File: config.mk
export PLATFORM = sky130hd
export DESIGN_NAME = stq_qualifier
export DESIGN_NICKNAME = d
export VERILOG_FILES = /design/src/stq_pkg.sv /design/src/stq_qualifier.sv /design/src/stq_pat_rec.sv
export VERILOG_INCLUDE_DIRS = /design/src
export SDC_FILE = /design/constraint.sdc
export NUM_CORES = 1
export LEC_CHECK = 0
export ABC_AREA = 0
export BUFFER_PORTS_ARGS = -buffer_cell sky130_fd_sc_hd__buf_2
export CORE_AREA = 2 2 254 256
export DETAILED_ROUTE_END_ITERATION = 12
export DIE_AREA = 0 0 256 258
export GPL_ROUTABILITY_DRIVEN = 0
export PLACE_DENSITY = 0.32
export SLEW_MARGIN = 20
export SYNTH_ARGS = -nofsm -noshare
export SYNTH_HDL_FRONTEND = slang
export SYNTH_SLANG_ARGS = --single-unit
File: constraint.sdc
create_clock -name clk -period 2.95 [get_ports clk]
set_input_delay 0.59 -clock clk [delete_from_list [all_inputs] [get_ports clk]]
set_output_delay 0.59 -clock clk [all_outputs]
set_load 0.1 [all_outputs]
File: src/stq_defs.svh
// stq_defs.svh - constants and behaviour notes for the state trigger qualifier
// assumes inclusion by bare name from the package and the design modules
// Notes on behaviour
// - pattern matches when every cared bit equals the stored bit
// - one analyzer active: all eight pattern recognizers serve it
// - two analyzers active: four pattern recognizers go to each
// - recognizers a to h form two fixed groups, a-d and e-h
// - range asserts when lower bound <= value <= upper bound
// - one range recognizer, bound to the first or only analyzer
// - qualifier: any, none, one recognizer, complement, or combination
// - per group one operator: plain terms ORed, complemented terms ANDed
// - range joins group one as off, in, or complemented
// - two analyzers: a-d plus range to first, e-h to second
`ifndef STQ_DEFS_SVH
`define STQ_DEFS_SVH
`define STQ_W        32
`define STQ_NREC     8
`define STQ_GRP      4
`define STQ_SELW     5
`define STQ_SEL_ANY  5'h00
`define STQ_SEL_NONE 5'h01
`define STQ_SEL_PAT  5'h02
`define STQ_SEL_NPAT 5'h0a
`define STQ_SEL_RNG  5'h12
`define STQ_SEL_NRNG 5'h13
`define STQ_SEL_COMB 5'h14
`define STQ_BASE_A   4'h0
`define STQ_BASE_B   4'h4
`define STQ_CNT_HALF 4'h4
`define STQ_CNT_ALL  4'h8
`endif

File: src/stq_pkg.sv
// stq_pkg.sv - types shared by the qualifier modules
// assumes stq_defs.svh on the include path
`include "stq_defs.svh"
package stq_pkg;
  typedef struct packed {
    logic [`STQ_W-1:0] value;
    logic [`STQ_W-1:0] care;
  } stq_pat_t;
  typedef enum logic [1:0] {
    STQ_RNG_OFF = 2'h0,
    STQ_RNG_IN  = 2'h1,
    STQ_RNG_OUT = 2'h2
  } stq_rng_t;
  typedef struct packed {
    logic [`STQ_SELW-1:0] sel;
    logic [1:0]           grp_and;
    logic [`STQ_NREC-1:0] en;
    stq_rng_t             rng;
  } stq_qual_t;
endpackage : stq_pkg

File: src/stq_qualifier.sv
// stq_qualifier.sv - recognizers and one qualifier output per analyzer
// assumes configuration is held static while sampling runs
`timescale 1ns/1ps
`include "stq_defs.svh"
module stq_qualifier
  import stq_pkg::*;
(
  input  wire logic                  clk,
  input  wire logic                  rst_n,
  input  wire logic                  sample_en,
  input  wire logic [`STQ_W-1:0]     state_in,
  input  wire logic                  dual_mode,
  input  stq_pat_t [`STQ_NREC-1:0]   pats,
  input  wire logic [`STQ_W-1:0]     rng_lo,
  input  wire logic [`STQ_W-1:0]     rng_hi,
  input  stq_qual_t                  qual_a,
  input  stq_qual_t                  qual_b,
  output logic [`STQ_NREC-1:0]       rec_hit,
  output logic                       rng_hit,
  output logic                       qual_a_hit,
  output logic                       qual_b_hit,
  output logic                       hit_valid
);
  // ------------------------------------------------------------
  // recognizers
  // ------------------------------------------------------------
  logic [`STQ_NREC-1:0] hit_c;
  logic                 rng_c;
  for (genvar i = 0; i < `STQ_NREC; i++) begin : g_rec
    stq_pat_rec u_rec (
      .state (state_in),
      .pat   (pats[i]),
      .hit   (hit_c[i])
    );
  end
  // bounds compared unsigned; bounds must be fully specified
  assign rng_c = (state_in >= rng_lo) && (state_in <= rng_hi);

  // ------------------------------------------------------------
  // qualifier select
  // ------------------------------------------------------------
  function automatic logic grp_eval(input logic [`STQ_GRP-1:0] h,
                                    input logic [`STQ_GRP-1:0] en,
                                    input logic is_and,
                                    input logic r_on,
                                    input logic r_val);
    logic any_on;
    logic v;
    any_on = (|en) | r_on;
    if (is_and) begin
      v = &(~h | ~en) & (~r_on | r_val);
    end else begin
      v = |(h & en) | (r_on & r_val);
    end
    return any_on & v;
  endfunction : grp_eval

  // base: lowest recognizer owned; lim: count owned
  function automatic logic qual_eval(input stq_qual_t q,
                                     input logic [`STQ_NREC-1:0] h,
                                     input logic r,
                                     input logic owns_rng,
                                     input logic [3:0] base,
                                     input logic [3:0] lim);
    logic [3:0] idx;
    logic       ok;
    logic       r_on;
    logic       r_val;
    logic       g0;
    logic       g1;
    idx   = {1'b0, q.sel[2:0]};
    ok    = (idx >= base) && (idx < base + lim);
    r_on  = owns_rng && (q.rng != STQ_RNG_OFF);
    r_val = (q.rng == STQ_RNG_OUT) ? ~r : r;
    g0 = grp_eval(h[3:0], q.en[3:0], q.grp_and[0], r_on, r_val);
    g1 = grp_eval(h[7:4], q.en[7:4], q.grp_and[1], 1'b0, 1'b0);
    case (q.sel[4:3])
      2'h0: begin
        if (q.sel == `STQ_SEL_ANY) begin
          return 1'b1;
        end else if (q.sel == `STQ_SEL_NONE) begin
          return 1'b0;
        end else begin
          return ok & h[q.sel[2:0] - 3'h2 + 3'h2];
        end
      end
      default: begin
        if (q.sel >= `STQ_SEL_NPAT && q.sel < `STQ_SEL_RNG) begin
          idx = {1'b0, q.sel[2:0] - 3'h2};
          ok  = (idx >= base) && (idx < base + lim);
          return ok & ~h[idx[2:0]];
        end else if (q.sel == `STQ_SEL_RNG) begin
          return owns_rng & r;
        end else if (q.sel == `STQ_SEL_NRNG) begin
          return owns_rng & ~r;
        end else if (q.sel == `STQ_SEL_COMB) begin
          if (lim == `STQ_CNT_ALL) begin
            return g0 | g1;
          end else if (base == `STQ_BASE_A) begin
            return g0;
          end else begin
            return g1;
          end
        end else begin
          return 1'b0;
        end
      end
    endcase
  endfunction : qual_eval

  // ------------------------------------------------------------
  // select decode
  // ------------------------------------------------------------
  // single pattern picks sit on codes 0x02..0x09 and take the short path
  // qual_b never sees the range: it always follows the first analyzer
  logic a_single;
  logic b_single;
  logic qa_c;
  logic qb_c;
  always_comb begin
    a_single = 1'b0;
    b_single = 1'b0;
    if (qual_a.sel >= `STQ_SEL_PAT && qual_a.sel < `STQ_SEL_NPAT) begin
      a_single = 1'b1;
    end
    if (qual_b.sel >= `STQ_SEL_PAT && qual_b.sel < `STQ_SEL_NPAT) begin
      b_single = 1'b1;
    end
  end

  function automatic logic single_eval(input stq_qual_t q,
                                       input logic [`STQ_NREC-1:0] h,
                                       input logic [3:0] base,
                                       input logic [3:0] lim);
    logic [3:0] idx;
    idx = {1'b0, 3'(q.sel - `STQ_SEL_PAT)};
    return (idx >= base) && (idx < base + lim) && h[idx[2:0]];
  endfunction : single_eval

  // analyzer a always starts at recognizer a; dual mode only halves its count
  // so a half-owned pick reads false instead of borrowing the other half
  logic [3:0] b_base;
  logic [3:0] a_lim;
  assign a_lim  = dual_mode ? `STQ_CNT_HALF : `STQ_CNT_ALL;
  assign b_base = `STQ_BASE_B;

  always_comb begin
    if (a_single) begin
      qa_c = single_eval(qual_a, hit_c, `STQ_BASE_A, a_lim);
    end else begin
      qa_c = qual_eval(qual_a, hit_c, rng_c, 1'b1, `STQ_BASE_A, a_lim);
    end
    if (!dual_mode) begin
      qb_c = 1'b0;
    end else if (b_single) begin
      qb_c = single_eval(qual_b, hit_c, b_base, `STQ_CNT_HALF);
    end else begin
      qb_c = qual_eval(qual_b, hit_c, rng_c, 1'b0, b_base, `STQ_CNT_HALF);
    end
  end

  // ------------------------------------------------------------
  // output registers
  // ------------------------------------------------------------
  // one capture per sample keeps all terms coherent for the sequencer
  // recognizer hits, held between samples
  logic [`STQ_NREC-1:0] rec_d;
  logic                 rng_d;
  always_comb begin
    rec_d = rec_hit;
    rng_d = rng_hit;
    if (sample_en) begin
      rec_d = hit_c;
      rng_d = rng_c;
    end
  end
  always_ff @(posedge clk) begin
    if (!rst_n) begin
      rec_hit <= '0;
      rng_hit <= 1'b0;
    end else begin
      rec_hit <= rec_d;
      rng_hit <= rng_d;
    end
  end

  // qualifier results, the terms the sequencer levels consume
  logic qa_d;
  logic qb_d;
  always_comb begin
    qa_d = qual_a_hit;
    qb_d = qual_b_hit;
    if (sample_en) begin
      qa_d = qa_c;
      qb_d = qb_c;
    end
  end
  always_ff @(posedge clk) begin
    if (!rst_n) begin
      qual_a_hit <= 1'b0;
      qual_b_hit <= 1'b0;
    end else begin
      qual_a_hit <= qa_d;
      qual_b_hit <= qb_d;
    end
  end

  // sample marker: one cycle only, so a held hit is never counted twice
  logic val_d;
  always_comb begin
    val_d = 1'b0;
    if (sample_en) begin
      val_d = 1'b1;
    end
  end
  always_ff @(posedge clk) begin
    if (!rst_n) begin
      hit_valid <= 1'b0;
    end else begin
      hit_valid <= val_d;
    end
  end
endmodule : stq_qualifier

File: src/stq_pat_rec.sv
// stq_pat_rec.sv - one bit pattern recognizer
// assumes state and pattern are stable in the same cycle
`timescale 1ns/1ps
`include "stq_defs.svh"
module stq_pat_rec
  import stq_pkg::*;
(
  input  wire logic [`STQ_W-1:0] state,
  input  stq_pat_t               pat,
  output logic                   hit
);
  // don't-care bits are masked before compare
  assign hit = ((state ^ pat.value) & pat.care) == '0;
endmodule : stq_pat_rec

# After elaboration in Yosys (flattened, before gate mapping)
# Index checks and enable logic that the tools add are counted.
totals:
  register_bits: 12
  elab_cells: 164
classes:
  add_sub_neg: 6
  order_cmp: 25
  n_eq_ne: 10
  n_mux: 42
  bitwise_logic: 44
  n_reduce_logical: 32
op_table:
  columns: ["cell", "n"]
  rows:
  - ["AND 32 bit", 8]
  - ["logical NOT 32 bit", 8]
  - ["XOR 32 bit", 8]
  - ["< comparator 3 x 4 -> 1 bit (second input constant)", 9]
  - ["two-way mux 1 bit", 35]
  - ["greater-or-equal comparator 32 bit", 1]
  - ["less-or-equal comparator 32 bit", 1]
  - ["== test 5 bit (second input constant)", 6]
  - ["OR reduction 4 bit", 6]
  - ["NOT 4 bit", 5]
  - ["binary-select mux 1 bit (select 3 bit)", 6]
  - ["AND 4 bit", 3]
  - ["< comparator 3 x 4 -> 1 bit", 3]
  - ["OR 4 bit", 3]
  - ["AND reduction 4 bit", 3]
  - ["subtractor 3 x 2 -> 3 bit (second input constant)", 4]
  - ["== test 5 x 1 -> 1 bit (second input constant)", 2]
  - ["greater-or-equal comparator 5 x 2 -> 1 bit (second input constant)", 2]
  - ["greater-or-equal comparator 5 x 4 -> 1 bit (second input constant)", 2]
  - ["logical AND 1 bit", 10]
  - ["logical NOT 5 bit", 2]
  - ["< comparator 5 x 4 -> 1 bit (second input constant)", 2]
  - ["< comparator 5 bit (second input constant)", 2]
  - ["AND 1 bit", 9]
  - ["other kinds (9)", 19]

# Logic depth before layout (Yosys ltp)
# Gate-level depths: netlist (run 1).
logic_depth:
  depth_word: 18
  ltp_mapped: 12
  depth_no_buf: 11

# Modules after synthesis
# Synthesis (run 1) repeated with hierarchy kept, for this count alone.
unflattened:
  cells_unflattened: 785
  hier_area_um2: 6302.3
modules_own_cells:
  columns: ["mod", "n_inst", "cells_per_inst", "area_per_inst_um2"]
  rows:
  - ["stq_pat_rec", 8, 53, 437.9]
  - ["stq_qualifier", 1, 361, 2798.9]

# Worst setup path before layout (run 1)
# OpenSTA, ideal clock, no wires.
synth_timing:
  path_type: "in2reg"
  start: "in rng_hi[29]"
  end: "reg qual_a_hit"
  arrival_ns: 2.766
  setup_slack_ns: 0.098
  cell_stages: 11
  path_cell_list: "inv_1 -> ha_1 -> nand4_1 -> or3_1 -> nor4_1 -> nand2_1 -> o2bb2ai_1 -> or2_1 -> a221oi_1 -> a22oi_1 -> a211oi_1"
synth_via:
  elab_chain_cells: 17
synth_rtl:
  columns: ["item", "line_no", "source"]
  rows:
  - ["from (decl)", "stq_qualifier.sv:15", "input wire logic [`STQ_W-1:0] rng_hi,"]
  - ["less-or-equal comparator 32 bit *", "stq_qualifier.sv:37", "assign rng_c = (state_in >= rng_lo) && (state_in <= rng_hi);"]
  - ["logical AND 1 bit *", "stq_qualifier.sv:37", null]
  - ["NOT 1 bit", null, null]
  - ["two-way mux 1 bit", "stq_qualifier.sv:74", "r_val = (q.rng == STQ_RNG_OUT) ? ~r : r;"]
  - ["AND 1 bit / OR 1 bit (equally long branches)", "stq_qualifier.sv:53, stq_qualifier.sv:51", null]
  - ["OR 1 bit / AND 1 bit (equally long branches)", "stq_qualifier.sv:53, stq_qualifier.sv:51", null]
  - ["two-way mux 1 bit", "stq_qualifier.sv:50", "if (is_and) begin"]
  - ["two-way mux 1 bit", "stq_qualifier.sv:148", "if (a_single) begin"]
  - ["AND 1 bit", "stq_qualifier.sv:55", "return any_on & v;"]
  - ["OR 1 bit", "stq_qualifier.sv:98", "return g0 | g1;"]
  - ["two-way mux 1 bit", "stq_qualifier.sv:97", "if (lim == `STQ_CNT_ALL) begin"]
  - ["two-way mux 1 bit", "stq_qualifier.sv:96", "end else if (q.sel == `STQ_SEL_COMB) begin"]
  - ["two-way mux 1 bit", "stq_qualifier.sv:94", "end else if (q.sel == `STQ_SEL_NRNG) begin"]
  - ["two-way mux 1 bit *", "stq_qualifier.sv:92", "end else if (q.sel == `STQ_SEL_RNG) begin"]
  - ["two-way mux 1 bit *", "stq_qualifier.sv:88", "if (q.sel >= `STQ_SEL_NPAT && q.sel < `STQ_SEL_RNG) begin"]
  - ["two-way mux 1 bit *", "stq_qualifier.sv:77", "case (q.sel[4:3])"]
  - ["two-way mux 1 bit *", "stq_qualifier.sv:148", null]
  - ["to (signal assigned)", "stq_qualifier.sv:203", "qual_a_hit <= qa_d;"]
  - ["to (decl)", "stq_qualifier.sv:20", "output logic qual_a_hit,"]
# Every way passes the cells marked *; elsewhere a longest branch is shown, timed or not. The select of a mux whose other input is x is not followed.
# A chain may end at the register's enable or synchronous reset.

# Worst setup path in the final report (run 1)
layout_timing:
  start: "in state_in[29]"
  end: "reg qual_a_hit"
layout_via:
  elab_chain_cells: 18
layout_rtl:
  columns: ["item", "line_no", "source"]
  rows:
  - ["from (decl)", "stq_qualifier.sv:11", "input wire logic [`STQ_W-1:0] state_in,"]
  - ["parallel branches: the longest is 17 deep, another holds greater-or-equal comparator 32 bit", null, null]
  - ["two-way mux 1 bit *", "stq_qualifier.sv:148", null]
# Mark *: on every way between the ends. The select of a mux whose other input is x is not followed.

==> results of run 1 <==
[cells by family (layout without fill, tap and decap cells)]
group                      Yosys count  count (layout)  share of synthesized area
DFF                                 12              12                     0.0368
muxes                               19              19                     0.0364
other                                0               7                          0
buffers and inverters              113             867                     0.0850
adders and majority gates           69              69                      0.132
and+or+nand+nor                    131             131                      0.123
xor gates and xnor gates           257             257                      0.345
AOI/OAI and AO/OA                  220             220                      0.242
[layer usage]
layer  GRT usage  vias up
li1            -     4515
met1       0.184     4365
met2       0.295      435
met3      0.0249       63
met4      0.0380        6
met5           0        -
[area by class of cell]
type	instances	area, um^2	area share
timing repair buffer	787	4650	0.380
multi-input combinational	696	5870	0.481
tap	855	1070	0.0875
antenna	7	17.5	0.00143
inverter	76	285	0.0233
clock buffer	4	88.8	0.00727
sequential	12	240	0.0197
[sequential cells by signal (all words and copies together) (netlist names)]
name        flops
hit_valid       1
qual_b_hit      1
rec_hit         8
qual_a_hit      1
rng_hit         1
[through the flow]
step	TNS [ps]	cells	total power (uW)	util	hold WS, ps
after CTS	-418	2428	2240	0.190	518
after floorplan	0	821	876	-	734
after detailed placement	-2330	2417	1910	0.185	505
final	-384	2437	2200	0.192	513
after global routing	-695	2435	2390	0.192	550
after global placement	-2440	2417	1900	0.185	494
[layout by cell type (no fill, tap or decap), types with 5 or more instances in the layout]
master	netlist	layout
a22oi_1	131	130
clkbuf_4	0	6
buf_6	12	6
buf_2	17	631
xor2_1	257	257
nor2_1	12	12
nor4_4	2	6
a21oi_1	29	28
inv_1	76	76
nor3_1	7	5
nand2b_1	5	5
nor2b_1	12	11
nand4_1	43	43
dfxtp_1	12	12
diode_2	0	7
o21ai_0	15	13
ha_1	69	69
mux2i_1	14	13
nand3_1	8	8
buf_4	5	120
buf_12	0	23
nand2_1	20	20
[critical path, cell delays in order]
cell and delay, ps:
buf_2 130, buf_12 150, xor2_1 160, a22oi_1 260, nand4_1 290, buf_4 240
nor4_2 230, buf_4 170, mux2i_1 80, mux4_2 560, a2111oi_4 330, a211oi_1 120
[final timing paths]
check | start | endpoint | slack, ps | cells past startpoint
hold / removal | rec_hit[0]$_SDFFE_PN0P_ | rec_hit[0]$_SDFFE_PN0P_ | 510 | 2
setup reg to reg | qual_a_hit$_SDFFE_PN0P_ | qual_a_hit$_SDFFE_PN0P_ | 2110 | 3
hold reg to reg | rec_hit[0]$_SDFFE_PN0P_ | rec_hit[0]$_SDFFE_PN0P_ | 510 | 2
setup / recovery | state_in[29] | qual_a_hit$_SDFFE_PN0P_ | -270 | 12
[where the power goes]
group / total, uW / switching, uW / internal, uW / leakage (uW)
registers: 167 / 1.36 / 166 / 0.0000973
logic: 1750 / 902 / 850 / 0.00628
clock network: 281 / 75.6 / 205 / 0.0000442
total: 2200 / 979 / 1220 / 0.00642
[timing repair]
| action | 4_1_cts | 5_1_grt |
|---|---|---|
| setup buffers | 7 | 3 |
| resized for setup | 35 | 24 |
| setup endpoints to repair | 3 | 3 |
| endpoints found under the hold margin | 0 | 0 |
| pin swaps | 13 | 11 |
==> results.txt, run 1 <==
Drt initial violations - 310
Worst-path fanout max - 7
Final setup margin - -266 ps
Post-synth cell types - 58
Worst slew margin - 0.637
Synth top area share - 0.345
IO Pins - 658
Final Net Count - 2291
Met2 WL - 27600 um
Synthesized cell area - 0.00652 mm^2
Pre-antenna DRT Iters - 5
Post-synth top area cell - xor2_1
DRT antenna net count - 0
FF+latch count, synth - 12
Wire length on met3 - 2870 um
Sequential area share after synthesis - 0.0368
Vias/cell - 3.85
FP Rows - 93
First-pass GRT wire length - 74000 um
Vias - 9384
RSZ-0062 raised after global routing - true
EDFF count, synth - 0
Clock sinks - 12
Die ar. - 0.0660 mm^2
Pin count of the biggest net entering global routing - 15
Die Span Y - 258 um
Syn nets - 1536
Synthesized instance count - 821
Clock buffer depth - 2
Tmin final - 3220 ps
Final Hold Vio Count - 0
CTS tree - built
Post-CTS Hold Buffers - 0
WP data arrival - 3330 ps
CP Launch Type - input port
DPL Wire Length - 49800 um
Worst skew pair latency - 240 ps
VDD IR max - 0.000217 V
Place WS - -1060 ps
CTS buffer count - 3
Via count of the first global-routing pass - 10400
Crit path capture type - flip-flop
Final Max Tran Viols - 0
Ys Warns - 0
CP required - 3070 ps
Die extent in x - 256 um
Critical path class - in -> reg
FILL cells - 7343
Run status - complete, but fails checks
Post-Syn Area per Cell - 7.95 um^2
Synth top area cells - xor2_1, a22oi_1, ha_1
Fmax - 311 MHz
Worst-path clk slew - 50 ps
Post-DR wirelength/cell - 22.3 um
Setup Viol. Count Final - 2
Final instance area - 0.0122 mm^2
Area growth from synthesis to layout - 87.3%
Residual DRC - 0
DRT met1 WL - 22400 um
Detailed-route wire length - 54400 um
Global route overflow - 0
Worst Hold Class - reg -> reg
Worst slew pin tran - 538 ps
Final Skew - 0 ps
PwrDens - 180 mW/mm^2
Main synth FF type - dfxtp_1
Clock root buffer - clkbuf_16
Max layer used - met5
Initial antenna violation count - 13
I/O Buffers - 650
Max-cap viol count - 0
Placed instance area - 0.0118 mm^2
Failing checks - setup timing
GRT Total Usage - 0.157
Total core area - 0.0636 mm^2
H-tree Lvls - 1
Top post-synthesis cells by count - xor2_1, a22oi_1, inv_1
Initial Util - 0.102
Leakage - 0.00642 uW
Final period util - 1.09
Share of synthesized flip-flops with an asynchronous set or reset - 0
Dominant cell by count in the synthesized netlist - xor2_1
Share of post-route cells with drive strength above 1 - 0.521
(Power assumes the default switching activity.)
==> run 2, diff against run 1 <==
--- a/config.mk
+++ b/config.mk
@@ -6,13 +6,14 @@
 export SDC_FILE = /design/constraint.sdc
 export NUM_CORES = 1
 export LEC_CHECK = 0
-export ABC_AREA = 0
+export ABC_AREA = 1
 export BUFFER_PORTS_ARGS = -buffer_cell sky130_fd_sc_hd__buf_2
-export CORE_AREA = 2 2 254 256
+export CORE_AREA = 2 2 257 259
 export DETAILED_ROUTE_END_ITERATION = 12
-export DIE_AREA = 0 0 256 258
+export DIE_AREA = 0 0 259 261
 export GPL_ROUTABILITY_DRIVEN = 0
-export PLACE_DENSITY = 0.32
+export PLACE_DENSITY = 0.34
+export SKIP_LAST_GASP = 1
 export SLEW_MARGIN = 20
 export SYNTH_ARGS = -nofsm -noshare
 export SYNTH_HDL_FRONTEND = slang
==> run 2 against run 1 <==
The flow now finishes without violations. Setup slack better by 520 ps. Global-route usage fell by 2.3 points. Die area is 2.3% higher. Final area up 4.4%. Critical path depth rose by 7. Largest power group unchanged.
==> results.txt, run 2 <==
I/O Buffers - 650
R2r endpoint - qual_a_hit$_SDFFE_PN0P_
Post-DR wirelength/cell - 15.5 um
Ys Warns - 0
Clock root buffer - clkbuf_16
FP Rows - 94
Clock sinks - 12
Final period util - 0.913
Crit path capture type - flip-flop
Vias - 12000
Synthesized instance count - 1537
Clock buffer depth - 2
FF+latch count, synth - 12
Setup Viol. Count Final - 0
Die ar. - 0.0676 mm^2
Post-synth top area cell - nand2_1
Post-Syn Area per Cell - 5.04 um^2
Max reg flops - 8
Max-cap viol count - 0
R2R Path Start - qual_a_hit$_SDFFE_PN0P_
Share of post-route cells with drive strength above 1 - 0.402
RSZ-0062 raised after global routing - false
Initial Util - 0.119
Largest Register - rec_hit
CTS tree - built
Worst slew pin tran - 736 ps
Worst Hold Class - reg -> reg
Via count of the first global-routing pass - 11600
Synthesized cell area - 0.00775 mm^2
H-tree Lvls - 1
Crit path cell chain - buf_2, buf_4, or2_2, nand3_1, nand2_1, nor2_1, nand2_1, nor2_2, buf_4, and2_1, mux2i_1, nand3_1, nand2_1, nor2_2, nor2_1, nor2_1, nand2_1, nand2_1, a21oi_2
Worst-path clk slew - 50 ps
Hold path cells - 2
IO Pins - 658
Dominant cell by count in the synthesized netlist - nand2_1
DRT antenna net count - 0
Final Skew - 0 ps
First-pass GRT wire length - 68900 um
GRT Total Usage - 0.134
Most frequent cells in the layout - buf_2, nand2_1, nand3_1
Post-synth cell types - 39
Leakage - 0.00722 uW
Vias/cell - 3.82
CP Launch Type - input port
Residual DRC - 0
Sequential area share after synthesis - 0.0310
Area growth from synthesis to layout - 64.6%
Hold wc startpoint - rng_hit$_SDFFE_PN0P_
Die extent in x - 259 um
Share of synthesized flip-flops with an asynchronous set or reset - 0
CTS buffer count - 3
Worst stage delay on the critical path - 300 ps
VDD IR max - 0.000110 V
Synth top area cells - nand2_1, nand3_1, ha_1
Worst-path fanout max - 17
Pin count of the biggest net entering global routing - 19
CP required - 3080 ps
Worst slew margin - 0.508
Total core area - 0.0650 mm^2
Final Net Count - 2966
Worst skew pair latency - 240 ps
Synth top area share - 0.266
Drt initial violations - 493
WP data arrival - 2820 ps
Run status - completed
Placed cell count - 3109
Fmax - 371 MHz
Syn nets - 2252
Critical path class - in -> reg
EDFF count, synth - 0
Main synth FF type - dfxtp_1
PwrDens - 160 mW/mm^2
Worst Reg-to-Reg Cells - 2
Tmin final - 2690 ps
Final Max Tran Viols - 0
Hold EP - rng_hit$_SDFFE_PN0P_
Final Hold Vio Count - 0
Post-route insts no fill - 3131
Commonest non-fill, non-tap cell in the layout - buf_2
Post-layout util - 0.196
Initial antenna violation count - 17
Post-CTS Hold Buffers - 0
DPL Wire Length - 44900 um
Die Span Y - 261 um
Global route overflow - 0
Detailed-route wire length - 48400 um
Critical Path Most Common Cell - nand2_1
Pre-antenna DRT Iters - 5
Reg2Reg Setup Slack - 2300 ps
Top post-synthesis cells by count - nand2_1, nand3_1, nor2_1
Worst path slowest cell - or2_2
-- run 2: cell types whose count changed in the layout (fill, tap and decap cells not counted), moves of 35 or more --
cell     previous run  this run
nand3_1             8       211
or2_2               2       131
nand4_1            43         8
xor2_1            257         0
o21ai_0            13        66
buf_4             120        85
inv_1              76       123
nand2_1            20       547
a22oi_1           130         0
nor2_1             12       184
-- run 2: critical path, delay by kind of cell --
kind / cells / cell delay (ps)
compound gates: 1 / 50
mux: 1 / 90
simple gates: 14 / 1630
buf+inv: 3 / 450
-- run 2: logic make-up after synthesis --
kind of cell / count (synthesis) / share of synthesized area
AOI/OAI and AO/OA: 153 / 0.107
xor gates and xnor gates: 1 / 0.00210
adders and majority gates: 69 / 0.111
buffers and inverters: 158 / 0.0972
DFF: 12 / 0.0310
muxes: 1 / 0.00129
and+or+nand+nor: 1143 / 0.650
-- run 2: worst max path at each step --
stage,start,to,slack (ps),cells past startpoint
2_1_floorplan,state_in[0],qual_a_hit$_SDFFE_PN0P_,690,25
3_3_place_gp,state_in[15],qual_a_hit$_SDFFE_PN0P_,-360,23
3_5_place_dp,state_in[15],qual_a_hit$_SDFFE_PN0P_,-320,23
4_1_cts,state_in[15],qual_a_hit$_SDFFE_PN0P_,10,23
5_1_grt,state_in[15],qual_a_hit$_SDFFE_PN0P_,9,23
6_report,state_in[29],qual_a_hit$_SDFFE_PN0P_,260,19
-- run 2: layer usage --
metal / wire length, um / up-vias / global-route usage
met5: 26 / - / 0
met3: 2160 / 32 / 0.0145
met2: 24600 / 350 / 0.246
li1: - / 6377 / -
met1: 21200 / 5212 / 0.169
met4: 486 / 4 / 0.0254
-- run 2: through the flow --
step                      cell area, um^2  setup TNS (ps)  setup slack (ps)  power (uW)  hold WS (ps)
after global routing                12800               0              8.98        2290           491
final                               12800               0               258        2040           459
after global placement              12600            -489              -361        1760           450
after CTS                           12700               0              11.9        2060           461
after detailed placement            12600            -435              -323        1770           448
after floorplan                      7750               0               693         921           747
-- run 2: power breakdown --
part / total, uW / internal [uW] / switching, uW
registers: 168 / 166 / 1.44
clock network: 276 / 205 / 71.5
logic: 1600 / 756 / 840
total: 2040 / 1130 / 913
-- run 2: repair_timing --
| action | 4_1_cts | 5_1_grt |
|---|---|---|
| hold endpoints to repair | 0 | 0 |
| pin swaps | 0 | 2 |
| setup endpoints to repair | 1 | 2 |
| resized for setup | 1 | 16 |
| buffers inserted | 0 | 1 |
-- run 2: area by class of cell --
class                      count  area, um^2
inverter                     125         469
antenna                       17        42.5
sequential                    12         240
clock buffer                   4        88.8
timing repair buffer         742        4030
multi-input combinational   1367        6800
fill                        7720       52300
tap                          864        1080
